## src/logic/jump_branch_pkg.sv

```systemverilog
/*
 * Constants of the microcore jump and branch unit: opcode patterns,
 * field positions, condition codes and reset values.
 * Assumes a 16-bit instruction word and a Code RAM address of at most 16 bits.
 */
`default_nettype none

package jump_branch_pkg;

  // Instruction word
  localparam int INSTR_W = 16;
  localparam int COND_W = 6;
  localparam int REL_OFFSET_W = 5;
  localparam int JUMP_REG_COUNT = 2;

  // Unconditional absolute jump: bits 15..4 fixed, bit 3 select, bits 2..0 fixed
  localparam logic [11:0] ABS_JUMP_HIGH = 12'h39A;
  localparam logic [2:0] ABS_JUMP_LOW = 3'h5;
  localparam int ABS_SEL_POS = 3;

  // Unconditional relative jump: bits 15..5 fixed, bits 4..0 offset
  localparam logic [10:0] REL_JUMP_OP = 11'h178;

  // Conditional absolute jump: bits 15..11 fixed, 10..5 code, 4 select, 3..0 zero
  localparam logic [4:0] COND_JUMP_OP = 5'h07;
  localparam int COND_FIELD_LSB = 5;
  localparam int COND_SEL_POS = 4;
  localparam logic [3:0] COND_LOW_ZERO = 4'h0;

  // Condition codes
  localparam logic [5:0] COND_FLAG_LOW = 6'h00;
  localparam logic [5:0] COND_FLAG_HIGH = 6'h10;
  localparam logic [5:0] COND_TERM_COUNT = 6'h20;
  localparam logic [5:0] COND_START_LOW = 6'h24;
  localparam logic [5:0] COND_START_HIGH = 6'h25;
  localparam logic [5:0] COND_SC_DRAIN_LOW = 6'h26;
  localparam logic [5:0] COND_SC_SOURCE_LOW = 6'h29;
  localparam logic [5:0] COND_SC_DRAIN_HIGH = 6'h2C;
  localparam logic [5:0] COND_ALU_DONE = 6'h2F;
  localparam logic [5:0] COND_BOOST_HIGH = 6'h30;
  localparam logic [5:0] COND_BOOST_LOW = 6'h31;
  localparam logic [5:0] COND_CUR_HIGH = 6'h32;
  localparam logic [5:0] COND_CUR_LOW = 6'h38;
  localparam logic [5:0] COND_OWN_HIGH = 6'h3E;
  localparam logic [5:0] COND_OWN_LOW = 6'h3F;

  // Values after reset
  localparam logic [15:0] PC_RESET_VALUE = 16'h0000;

endpackage

`default_nettype wire

```

## src/logic/microcore_jump_branch_unit.sv

```systemverilog
/*
 * Jump and branch unit of one microcore: decodes the three jump
 * instructions and owns the program counter that fetches from Code RAM.
 * Assumes the instruction on instr was fetched from program_counter and that
 * instructions other than these jumps simply advance to the next address.
 */
`timescale 1ns/1ps
`default_nettype none

module microcore_jump_branch_unit #(
  parameter int ADDR_W = 10
) (
  // Clock and reset
  input wire logic sys_clk,
  input wire logic sys_rst,
  // Instruction from Code RAM
  input wire logic instr_valid,
  input wire logic [jump_branch_pkg::INSTR_W-1:0] instr,
  // Jump address registers
  input wire logic [jump_branch_pkg::JUMP_REG_COUNT-1:0][ADDR_W-1:0] jump_address_regs,
  // Condition sources
  input wire logic [15:0] flags,
  input wire logic [3:0] terminal_counts,
  input wire logic start_in,
  input wire logic [2:0] shortcut_drain_fb,
  input wire logic [2:0] shortcut_source_fb,
  input wire logic alu_op_done,
  input wire logic boost_level,
  input wire logic [5:0] current_sense,
  input wire logic own_current_fb,
  // Fetch side
  output logic [ADDR_W-1:0] program_counter,
  output logic jump_taken
);

  localparam logic [ADDR_W-1:0] PC_STEP = {{(ADDR_W-1){1'b0}}, 1'b1};

  logic [ADDR_W-1:0] program_counter_reg;
  logic [ADDR_W-1:0] program_counter_next;
  logic jump_taken_reg;
  logic jump_taken_next;
  logic abs_hit;
  logic rel_hit;
  logic cond_hit;
  logic [jump_branch_pkg::COND_W-1:0] cond_code;
  logic [63:0] cond_vec;
  logic cond_true;
  logic [ADDR_W-1:0] pc_inc;
  logic [ADDR_W-1:0] rel_ext;
  logic [ADDR_W-1:0] rel_target;
  logic [ADDR_W-1:0] abs_target;
  logic [ADDR_W-1:0] cond_target;
  logic [ADDR_W-1:0] reg_one;

  ////////////////////////////////////////////////////////////////////////////
  // Decode

  always_comb
  begin
    abs_hit = (instr[15:4] == jump_branch_pkg::ABS_JUMP_HIGH)
              && (instr[2:0] == jump_branch_pkg::ABS_JUMP_LOW);
    rel_hit = (instr[15:5] == jump_branch_pkg::REL_JUMP_OP);
    // Low nibble zero keeps this apart from the absolute jump's code space
    cond_hit = (instr[15:11] == jump_branch_pkg::COND_JUMP_OP)
               && (instr[3:0] == jump_branch_pkg::COND_LOW_ZERO);
    cond_code = instr[jump_branch_pkg::COND_FIELD_LSB +: jump_branch_pkg::COND_W];
  end

  ////////////////////////////////////////////////////////////////////////////
  // Condition table, one bit per code

  always_comb
  begin
    cond_vec = 64'h0;
    cond_vec[jump_branch_pkg::COND_FLAG_LOW +: 16] = ~flags;
    cond_vec[jump_branch_pkg::COND_FLAG_HIGH +: 16] = flags;
    cond_vec[jump_branch_pkg::COND_TERM_COUNT +: 4] = terminal_counts;
    cond_vec[jump_branch_pkg::COND_START_LOW] = ~start_in;
    cond_vec[jump_branch_pkg::COND_START_HIGH] = start_in;
    cond_vec[jump_branch_pkg::COND_SC_DRAIN_LOW +: 3] = ~shortcut_drain_fb;
    cond_vec[jump_branch_pkg::COND_SC_SOURCE_LOW +: 3] = ~shortcut_source_fb;
    cond_vec[jump_branch_pkg::COND_SC_DRAIN_HIGH +: 3] = shortcut_drain_fb;
    cond_vec[jump_branch_pkg::COND_ALU_DONE] = alu_op_done;
    cond_vec[jump_branch_pkg::COND_BOOST_HIGH] = boost_level;
    cond_vec[jump_branch_pkg::COND_BOOST_LOW] = ~boost_level;
    cond_vec[jump_branch_pkg::COND_CUR_HIGH +: 6] = current_sense;
    cond_vec[jump_branch_pkg::COND_CUR_LOW +: 6] = ~current_sense;
    cond_vec[jump_branch_pkg::COND_OWN_HIGH] = own_current_fb;
    cond_vec[jump_branch_pkg::COND_OWN_LOW] = ~own_current_fb;
    cond_true = cond_vec[cond_code];
  end

  ////////////////////////////////////////////////////////////////////////////
  // Targets

  always_comb
  begin
    pc_inc = program_counter_reg + PC_STEP;
    // Wraps modulo the Code RAM size; no range check on the sum
    rel_ext = {{(ADDR_W-jump_branch_pkg::REL_OFFSET_W){instr[4]}}, instr[4:0]};
    rel_target = program_counter_reg + rel_ext;
    abs_target = jump_address_regs[instr[jump_branch_pkg::ABS_SEL_POS]];
    cond_target = jump_address_regs[instr[jump_branch_pkg::COND_SEL_POS]];
    reg_one = jump_address_regs[1];
  end

  always_comb
  begin
    program_counter_next = pc_inc;
    jump_taken_next = 1'b0;
    if (abs_hit)
    begin
      program_counter_next = abs_target;
      jump_taken_next = 1'b1;
    end
    else if (rel_hit)
    begin
      program_counter_next = rel_target;
      jump_taken_next = 1'b1;
    end
    else if (cond_hit && cond_true)
    begin
      program_counter_next = cond_target;
      jump_taken_next = 1'b1;
    end
    else
    begin
      program_counter_next = pc_inc;
      jump_taken_next = 1'b0;
    end
  end

  ////////////////////////////////////////////////////////////////////////////
  // Program counter

  // Holds while no instruction is presented, so fetch stalls are safe
  always_ff @(posedge sys_clk or posedge sys_rst)
  begin
    if (sys_rst)
      program_counter_reg <= jump_branch_pkg::PC_RESET_VALUE[ADDR_W-1:0];
    else if (instr_valid)
      program_counter_reg <= program_counter_next;
  end

  always_ff @(posedge sys_clk or posedge sys_rst)
  begin
    if (sys_rst)
      jump_taken_reg <= 1'b0;
    else
      jump_taken_reg <= instr_valid && jump_taken_next;
  end

  assign program_counter = program_counter_reg;
  assign jump_taken = jump_taken_reg;
endmodule

`default_nettype wire

```

## config.mk

```make
export PLATFORM = sky130hd
export DESIGN_NAME = microcore_jump_branch_unit
export DESIGN_NICKNAME = d
export VERILOG_FILES = /design/src/logic/jump_branch_pkg.sv /design/src/logic/microcore_jump_branch_unit.sv
export SDC_FILE = /design/constraint.sdc
export NUM_CORES = 1
export LEC_CHECK = 0
export ABC_AREA = 1
export ABC_CLOCK_PERIOD_IN_PS = 2300
export BUFFER_PORTS_ARGS = -buffer_cell sky130_fd_sc_hd__buf_2
export CORE_UTILIZATION = 35
export CTS_CLUSTER_DIAMETER = 50
export DETAILED_ROUTE_END_ITERATION = 10
export PLACE_DENSITY = 0.58
export SLEW_MARGIN = 20
export SYNTH_ARGS = -nofsm -noshare
export SYNTH_HDL_FRONTEND = slang
export SYNTH_SLANG_ARGS = --single-unit
export TNS_END_PERCENT = 30
```

## constraint.sdc

```tcl
create_clock -name sys_clk -period 2.3 [get_ports sys_clk]
set_input_delay 0.115 -clock sys_clk [delete_from_list [all_inputs] [get_ports sys_clk]]
set_output_delay 0.115 -clock sys_clk [all_outputs]
set_load 0.01 [all_outputs]
```

==> impl_metrics.ini, run 1 <==
[run_status]
status = complete, no violations

[place]
io_buffers = 85
gp_congestion = 0.870
place_inst = 578
hpwl_um = 5410

[synthesis]
synth-simple-area-share = 0.494
synth_xor_area_frac = 0.0348
synthesis.area_sq_um = 2260
syn_area_per_cell_sq_um = 5.32
ys_ff_latch = 11
synth_fa_ha_area_frac = 0.0641
synth_area_leaders = nand2_1 (28%), dfrtp_1 (12%), nand3_1 (12%), inv_1 (10%), o21ai_0 (7.3%)
synthCells = 426
synth_compound_area_frac = 0.123
syn-num-nets = 512
yosysWarnings = 0
synth_cell_types = 35
synth_top_family_by_area = simple AND/OR/NAND/NOR gates
muxShareOfSynthArea = 0.00442
ys_seq_area_frac = 0.122
synth_top_area_cell = nand2_1
yosysTopAreaCellShare = 0.280

[detailed_routing]
postRouteAntennaNets = 0
routedWlPerCell_um = 11.2
totalWireLength_um = 6550
drt-initial-drc-count = 128
drc_errors = 0
routed_via_density = 4.73
vias = 2760
drtPass1Iterations = 5

[worst_setup_path]
ff2ff_path_depth = 13
path_class = reg -> reg
worstSetupPathDepth = 13
path_buf_inv = 1
critical_path_peak_fanout = 3
cp.arrival_ns = 2.19
cp_common_cell = nand2_1
crit_family = simple AND/OR/NAND/NOR gates
slowest_stage = fa_1
end_kind = flop
cp_cell_sequence = ha_1 -> fa_1 -> nand3_1 -> nand3_2 -> nand4_1 -> o211ai_1 -> or2_2 -> nand3_1 -> nand2_1 -> inv_1 -> nand2_1 -> nand2_1 -> nand2_1
max_stage_delay_ns = 0.41
cp.required_ns = 2.43
start_kind = flop

[finish]
largest_register_ffs = 10
diodes = 0
drive_gt1_frac = 0.219
areaGrowthSynthToFinish_pct = 23.4
layout_commonest_cell = nand2_1
nets = 595
final_cell_mix = nand2_1 (169), buf_2 (85), inv_1 (63)
fin_cells = 583

[timing]
finalCritPeriodShare = 0.897
drv_slew = 0
setup_viol = 0
layout_min_cycle_time_ns = 2.06
skew_ns = 0.00126
worst_pin_slew_ns = 0.466
rsz0062_at_grt = false
max_freq_mhz = 485
fin_setup_tns_ns = 0
hold_viol_final = 0
timing.slew.headroom = 0.689

[grt]
antenna_found_initial = 0
grt_pass1_wl_um = 11400
grt_max_degree = 25
grt-ovfl-total = 0
grtUsageTotal = 0.212
grt_pass1_vias = 2610

[clocking]
clock_sinks = 11
cts_buffer_depth = 2
path_clk_slew_ns = 0.05
cts_tree = yes
numCtsBuffers = 3
htree_num_levels = 1
ctsRootBufferMaster = clkbuf_8
clk_latency_ns = 0.24

[power]
ir_worst_vdd_mv = 0.351
p_leak_uw = 0.00170
p_per_area_nw_per_um2 = 527

[worst_hold_path]
whs_path_depth = 3
hp-class = in -> reg

[floorplan]
boundaryPins = 86
die-width_um = 82.4
die_y_um = 82.4
rows = 28
core_area_sq_um = 6100
die-area_sq_um = 6800
initial_utilization = 0.372

[flow_run]
maxCapViolCount = 0
final timing paths:
check | slack [ns] | to | start
setup / recovery | 0.24 | program_counter[8]$_DFFE_PP0P_ | program_counter[0]$_DFFE_PP0P_
hold / removal | 0.25 | program_counter[2]$_DFFE_PP0P_ | instr_valid
max in group asynchronous | 1.55 | program_counter[6]$_DFFE_PP0P_ | sys_rst
min in group asynchronous | 0.43 | program_counter[8]$_DFFE_PP0P_ | sys_rst
hold reg to reg | 0.57 | program_counter[9]$_DFFE_PP0P_ | program_counter[9]$_DFFE_PP0P_
setup reg to reg | 0.24 | program_counter[8]$_DFFE_PP0P_ | program_counter[0]$_DFFE_PP0P_
synthesized netlist by cell type, drive strengths merged:
master,count
a21oi,14
clkbuf,6
buf,9
xnor2,4
clkinv,1
a21o,1
mux2i,1
nand2,174
nor3,3
nor4,4
o21ai,33
a31oi,1
nand3,56
nand4,4
o211ai,1
dfrtp,11
xor2,5
o21a,1
ha,10
and3,1
nor2,19
o21bai,1
inv,64
or2,1
fa,1
layer usage:
metal | GRT usage | vias to the layer above | routed length (um)
met5 | 0 | - | 0
met4 | 0.0281 | 0 | 19
met3 | 0.0231 | 2 | 415
met2 | 0.323 | 84 | 2570
met1 | 0.323 | 1162 | 3550
li1 | - | 1512 | -
tightest hold or removal path, delay by kind of cell:
| kind | cells | cell delay [ns] |
|---|---|---|
| AND/OR/NAND/NOR | 1 | 0.14 |
| buffers and inverters | 1 | 0.16 |
| AO/OA/AOI/OAI | 1 | 0.04 |
per-stage QoR:
stage               power (uW)  hold slack, ns  instance area, sq um  utilization  setup WS [ns]
global route              1650           0.281                  2800        0.459         0.0362
global placement          1240           0.147                  2730        0.448          0.255
detailed placement        1240           0.142                  2730        0.448          0.220
finish                    1470           0.253                  2800        0.459          0.237
floorplan                  949         -0.0326                  2260            -          0.235
CTS                       1450           0.260                  2790        0.457          0.204
report_power, final:
part | switching, uW | internal [uW] | total, uW
clock | 78.0 | 122 | 200
sequential | 72.2 | 248 | 320
combinational | 549 | 403 | 952
cell type report:
class	count	area [sq um]
Multi-Input combinational cell	335	1640
Tap cell	75	93.8
Sequential cell	11	275
Fill cell	703	3300
Clock buffer	4	45.0
Inverter	65	251
Timing Repair Buffer	93	488
repair_timing:
action | CTS | global route
endpoints found under the hold margin | 11 | 0
resized for setup | 0 | 2
setup endpoints to repair | 0 | 1
setup buffers | 0 | 0
hold buffers | 1 | 0
cells by family after synthesis:
kind of cell | count (synthesis)
flip-flops | 11
adder cells (fa/ha/maj) | 11
XOR/XNOR | 9
multiplexers | 1
AO/OA/AOI/OAI | 52
AND/OR/NAND/NOR | 262
buffers and inverters | 80
No activity file was read; power rests on OpenSTA's default activity.
==> run 2, diff against run 1 <==
Settings changed: ABC_AREA 1 to unset, PLACE_DENSITY 0.58 to 0.6.
==> impl_metrics.ini, run 2 <==
[timing]
setup_viol = 0
max_freq_mhz = 457
worst_pin_slew_ns = 0.475
finalCritPeriodShare = 0.952
hold_viol_final = 0
drv_slew = 0
timing.slew.headroom = 0.682
fin_setup_tns_ns = 0
layout_min_cycle_time_ns = 2.19
timing.final.ws_setup_ns = 0.111
skew_ns = 0.00198
rsz0062_at_grt = true

[floorplan]
die-area_sq_um = 5780
core_area_sq_um = 5200
rows = 26
die-width_um = 76.0
boundaryPins = 86
initial_utilization = 0.369
die_y_um = 76.0

[synthesis]
synth_common_cells = mux2i_1 (22), nor2_1 (20), nand2_1 (18), a21oi_1 (16)
ys_ff_latch = 11
synth.most_common_cell = mux2i_1
synthCells = 224
synth_top_area_cell = dfrtp_1
synthesis.area_sq_um = 1920
ys_seq_area_frac = 0.144
synth_cell_types = 49
yosysWarnings = 0
synth_top_family_by_area = multiplexers
synth_edf_count = 0
syn-num-nets = 310
synth-simple-area-share = 0.157
synth_fa_ha_area_frac = 0.0757
synthArstFlopShare = 1.00
synth_compound_area_frac = 0.225
syn_area_per_cell_sq_um = 8.56
synth_xor_area_frac = 0.0822
muxShareOfSynthArea = 0.267
synthFlopType = dfrtp_1
synth_area_leaders = dfrtp_1 (14%), mux2i_1 (11%), mux4_2 (8.2%), ha_1 (6.5%), xnor2_1 (5.0%)
yosysTopAreaCellShare = 0.144

[clocking]
clock_sinks = 11
cts_buffer_depth = 2
ctsRootBufferMaster = clkbuf_8
cts_tree = yes
clk_latency_ns = 0.24
path_clk_slew_ns = 0.05
numCtsBuffers = 3
htree_num_levels = 1

[finish]
diodes = 0
nFillCells = 509
register_area_sq_um = 275
final_cell_mix = buf_2 (84), buf_4 (23), mux2i_1 (22)
postLayoutCellArea_sq_um = 2630
areaGrowthSynthToFinish_pct = 37.1
drive_gt1_frac = 0.431
final_util = 0.505
nets = 412
fin_cells = 395
layout_commonest_cell = buf_2
multi_input_area_sq_um = 1570
largest_register_ffs = 10

[grt]
grt-ovfl-total = 0
grtUsageTotal = 0.200
antenna_found_initial = 0
grt_pass1_wl_um = 9420
grt_max_degree = 20
grt_pass1_vias = 2082

[worst_hold_path]
hp-class = in -> reg
whs_path_depth = 3

[detailed_routing]
drt-initial-drc-count = 104
drc_errors = 0
totalWireLength_um = 5730
vias = 2104
postRouteAntennaNets = 0
drtPass1Iterations = 4
routedWlPerCell_um = 14.5
routed_via_density = 5.33

[place]
pre_cts_ws_ns = -0.229
hpwl_um = 4790
place_inst = 388
io_buffers = 85
place_area_sq_um = 2520
gp_congestion = 0.826

[power]
p_leak_uw = 0.00123
p_per_area_nw_per_um2 = 687
ir_worst_vdd_mv = 0.261

[worst_setup_path]
end_kind = flop
cp.required_ns = 2.40
start_kind = flop
critical_path_peak_fanout = 3
path_class = reg -> reg
ff2ff_path_depth = 9
cp.arrival_ns = 2.29

[flow_run]
maxCapViolCount = 0

[run_status]
status = complete, no violations
-- run 2: cell count changes in the layout (fill, tap and decap cells not counted), sizes merged, moves of 4 or more --
| cell | before | now |
|---|---|---|
| nand2 | 174 | 18 |
| inv | 64 | 7 |
| mux4 | 0 | 10 |
| buf | 92 | 108 |
| nand3 | 56 | 7 |
| o21ai | 33 | 18 |
| mux2 | 0 | 5 |
| nor4 | 4 | 0 |
| mux2i | 1 | 22 |
| xnor2 | 4 | 11 |
-- run 2: timing repair --
action,4_1_cts,5_1_grt
hold endpoints to repair,11,0
resized for setup,1,11
pin swaps,1,2
endpoints found under the setup margin,1,7
buffers inserted,0,2
hold buffers,1,0
-- run 2: logic make-up (layout without fill, tap and decap cells) --
group | Yosys count | after routing
AO/OA/AOI/OAI | 63 | 63
XOR/XNOR | 18 | 18
adder cells (fa/ha/maj) | 11 | 11
buffers and inverters | 20 | 121
flip-flops | 11 | 11
multiplexers | 37 | 37
AND/OR/NAND/NOR | 64 | 64
-- run 2: final cells by class --
type	count	share of cell area
Sequential cell	11	0.105
Clock buffer	4	0.0171
Tap cell	70	0.0333
Multi-Input combinational cell	193	0.598
Timing Repair Buffer	110	0.237
Inverter	7	0.0100
-- run 2: through the flow --
stage / hold slack (ns) / power, uW
final: 0.251 / 1810
after floorplan: -0.0326 / 1160
after CTS: 0.257 / 1760
after detailed placement: 0.148 / 1550
after global routing: 0.297 / 1950
after global placement: 0.140 / 1540
-- run 2: report_power, final --
part | switching, uW | leakage, uW | internal (uW) | total (uW)
combinational | 608 | 0.00108 | 624 | 1230
sequential | 109 | 0.000123 | 267 | 375
clock | 77.6 | 0.0000228 | 122 | 200
-- run 2: critical path, stage by stage (launching register included) --
cell and delay (ns):
dfrtp_1 0.42, ha_1 0.29, a21o_1 0.16, a21oi_2 0.18
nor2_1 0.06, o21a_1 0.18, o41a_1 0.32, xor2_1 0.17
o31ai_2 0.21, a21oi_1 0.07
-- run 2: final timing paths --
kind / start / endpoint / slack (ns)
worst min-delay path: jump_address_regs[2] / program_counter[2]$_DFFE_PP0P_ / 0.25
min in group asynchronous: sys_rst / program_counter[7]$_DFFE_PP0P_ / 0.42
worst max-delay path: program_counter[1]$_DFFE_PP0P_ / program_counter[7]$_DFFE_PP0P_ / 0.11
max in group asynchronous: sys_rst / program_counter[0]$_DFFE_PP0P_ / 1.57
worst max register to register: program_counter[1]$_DFFE_PP0P_ / program_counter[7]$_DFFE_PP0P_ / 0.11
worst min register to register: program_counter[9]$_DFFE_PP0P_ / program_counter[9]$_DFFE_PP0P_ / 0.64
-- run 2: routing by layer --
metal,share of wire,wire (um),track usage,vias to the layer above
met3,0.060,343,0.0192,3
met1,0.45,2570,0.257,982
li1,-,-,-,1044
met2,0.49,2790,0.366,75
met5,0,0,0,-
met4,0.0051,29,0.0346,0
==> run 3, diff against run 2 <==
Settings changed: ABC_CLOCK_PERIOD_IN_PS 2300 to 2200, PLACE_DENSITY 0.6 to unset, PLACE_DENSITY_LB_ADDON set to 0.3.
Clock period 2.3 ns to 2.2 ns, I/O delays scaled along.
==> impl_metrics.ini, run 3 (same netlist as run 2, synthesis figures left out) <==
[power]
p_per_area_nw_per_um2 = 706
comb_power_share = 0.681
p_leak_uw = 0.00126
p_sw_frac = 0.439
p_total_uw = 1900
power.switching_uw = 834
intPower_uw = 1070
ir_worst_vdd_mv = 0.297
p_seq_frac = 0.206
power_frac_clock = 0.113

[worst_setup_path]
start_kind = flop
cp.arrival_ns = 2.31
r2r_slack_ns = 0.04
cp.required_ns = 2.35
end_kind = flop
rr_startpoint = program_counter[0]$_DFFE_PP0P_
r2r_end = program_counter[6]$_DFFE_PP0P_
ff2ff_path_depth = 10
critical_path_peak_fanout = 2
path_class = reg -> reg

[finish]
final_cell_mix = buf_2 (84), buf_4 (28), mux2i_1 (22)
final_util = 0.517
drive_gt1_frac = 0.444
largest_register_ffs = 10
nets = 418
areaGrowthSynthToFinish_pct = 40.4
diodes = 0
layout_commonest_cell = buf_2

[grt]
grt_pass1_vias = 1999
grt_pass1_wl_um = 9290
grt_max_degree = 20
grt-ovfl-total = 0
antenna_found_initial = 0
grtUsageTotal = 0.198

[detailed_routing]
postRouteAntennaNets = 0
vias = 2161
drt-initial-drc-count = 127
met2_length_um = 2820
routedWlPerCell_um = 14.2
routed_via_density = 5.39
drc_errors = 0
drtPass1Iterations = 4
top_layer = met4
drt-met1-wl_um = 2460
wl_met3_um = 312
totalWireLength_um = 5690

[floorplan]
initial_utilization = 0.369
boundaryPins = 86
die-width_um = 76.0
die_y_um = 76.0
rows = 26
core_area_sq_um = 5200
die-area_sq_um = 5780

[worst_hold_path]
hold-path-endpoint = jump_taken$_DFF_PP0_
whs_path_depth = 2
holdCritStartpoint = instr_valid
hp-class = in -> reg

[run_status]
status = complete, no violations

[clocking]
cts_buffer_depth = 2
ctsRootBufferMaster = clkbuf_8
clk_latency_ns = 0.25
cts_tree = yes
numCtsBuffers = 3
clock_sinks = 11
htree_num_levels = 1
path_clk_slew_ns = 0.05

[timing]
hold_ws_ns = 0.264
timing.slew.headroom = 0.677
skew_ns = 0.00297
hold_viol_final = 0
drv_slew = 0
setup_viol = 0
finalCritPeriodShare = 0.981
fin_setup_tns_ns = 0
rsz0062_at_grt = true
worst_pin_slew_ns = 0.484
timing.final.ws_setup_ns = 0.0410
layout_min_cycle_time_ns = 2.16
max_freq_mhz = 463

[place]
io_buffers = 85
hpwl_um = 4660
pre_cts_ws_ns = -0.311
gp_congestion = 0.838

[flow_run]
maxCapViolCount = 0
-- run 3: cell count changes in the layout (fill, tap and decap cells not counted), sizes merged --
cell	previous run	this run
clkbuf	5	4
buf	108	115
-- run 3: worst max-delay path, cell delays in order (launching register included) --
cell and delay (ns):
dfrtp_1 0.40, ha_4 0.18, fa_2 0.35, a21o_1 0.18, a21oi_2 0.16, o21bai_2 0.09
a21oi_2 0.16, xor2_1 0.07, o21ai_1 0.17, a21oi_1 0.06, a311oi_1 0.24
-- run 3: metal layers --
layer	GRT usage	vias up
met2	0.343	77
met4	0.0712	0
li1	-	1056
met5	0	-
met3	0.0216	9
met1	0.253	1019
-- run 3: what timing repair did --
action / 4_1_cts / 5_1_grt
setup buffers: 0 / 3
pin swaps: 1 / 6
hold buffers: 1 / 0
resized for setup: 7 / 8
endpoints found under the hold margin: 11 / 0
endpoints found under the setup margin: 5 / 7
-- run 3: worst max path at each step --
| stage | from | depth (start not counted) | to | slack, ns |
|---|---|---|---|---|
| 3_3_place_gp | instr[7] | 10 | program_counter[2]$_DFFE_PP0P_ | -0.26 |
| 6_report | program_counter[0]$_DFFE_PP0P_ | 10 | program_counter[6]$_DFFE_PP0P_ | 0.04 |
| 5_1_grt | program_counter[0]$_DFFE_PP0P_ | 10 | program_counter[6]$_DFFE_PP0P_ | -0.15 |
| 2_1_floorplan | instr[7] | 9 | program_counter[2]$_DFFE_PP0P_ | -0.18 |
| 4_1_cts | program_counter[1]$_DFFE_PP0P_ | 9 | program_counter[7]$_DFFE_PP0P_ | -0.004 |
| 3_5_place_dp | instr[7] | 10 | program_counter[2]$_DFFE_PP0P_ | -0.31 |
-- run 3: layout make-up --
type / count / area [sq um]
multi-input combinational: 193 / 1580
tap: 70 / 87.6
timing repair buffer: 116 / 678
fill: 511 / 2510
inverter: 7 / 26.3
sequential: 11 / 275
clock buffer: 4 / 45.0
-- run 3: power by group through the flow --
| stage | Combinational (uW) | Clock (uW) | Sequential [uW] |
|---|---|---|---|
| final | 1300 | 214 | 392 |
| after global routing | 1430 | 228 | 402 |
| after CTS | 1270 | 221 | 386 |
| after detailed placement | 1250 | 0 | 387 |
| after global placement | 1220 | 0 | 388 |
| after floorplan | 788 | 0 | 423 |
-- run 3: metrics by stage --
stage,instance area [sq um],std cells
after global routing,2690,401
after CTS,2630,398
after global placement,2550,393
after floorplan,1910,224
final,2690,401
after detailed placement,2550,393
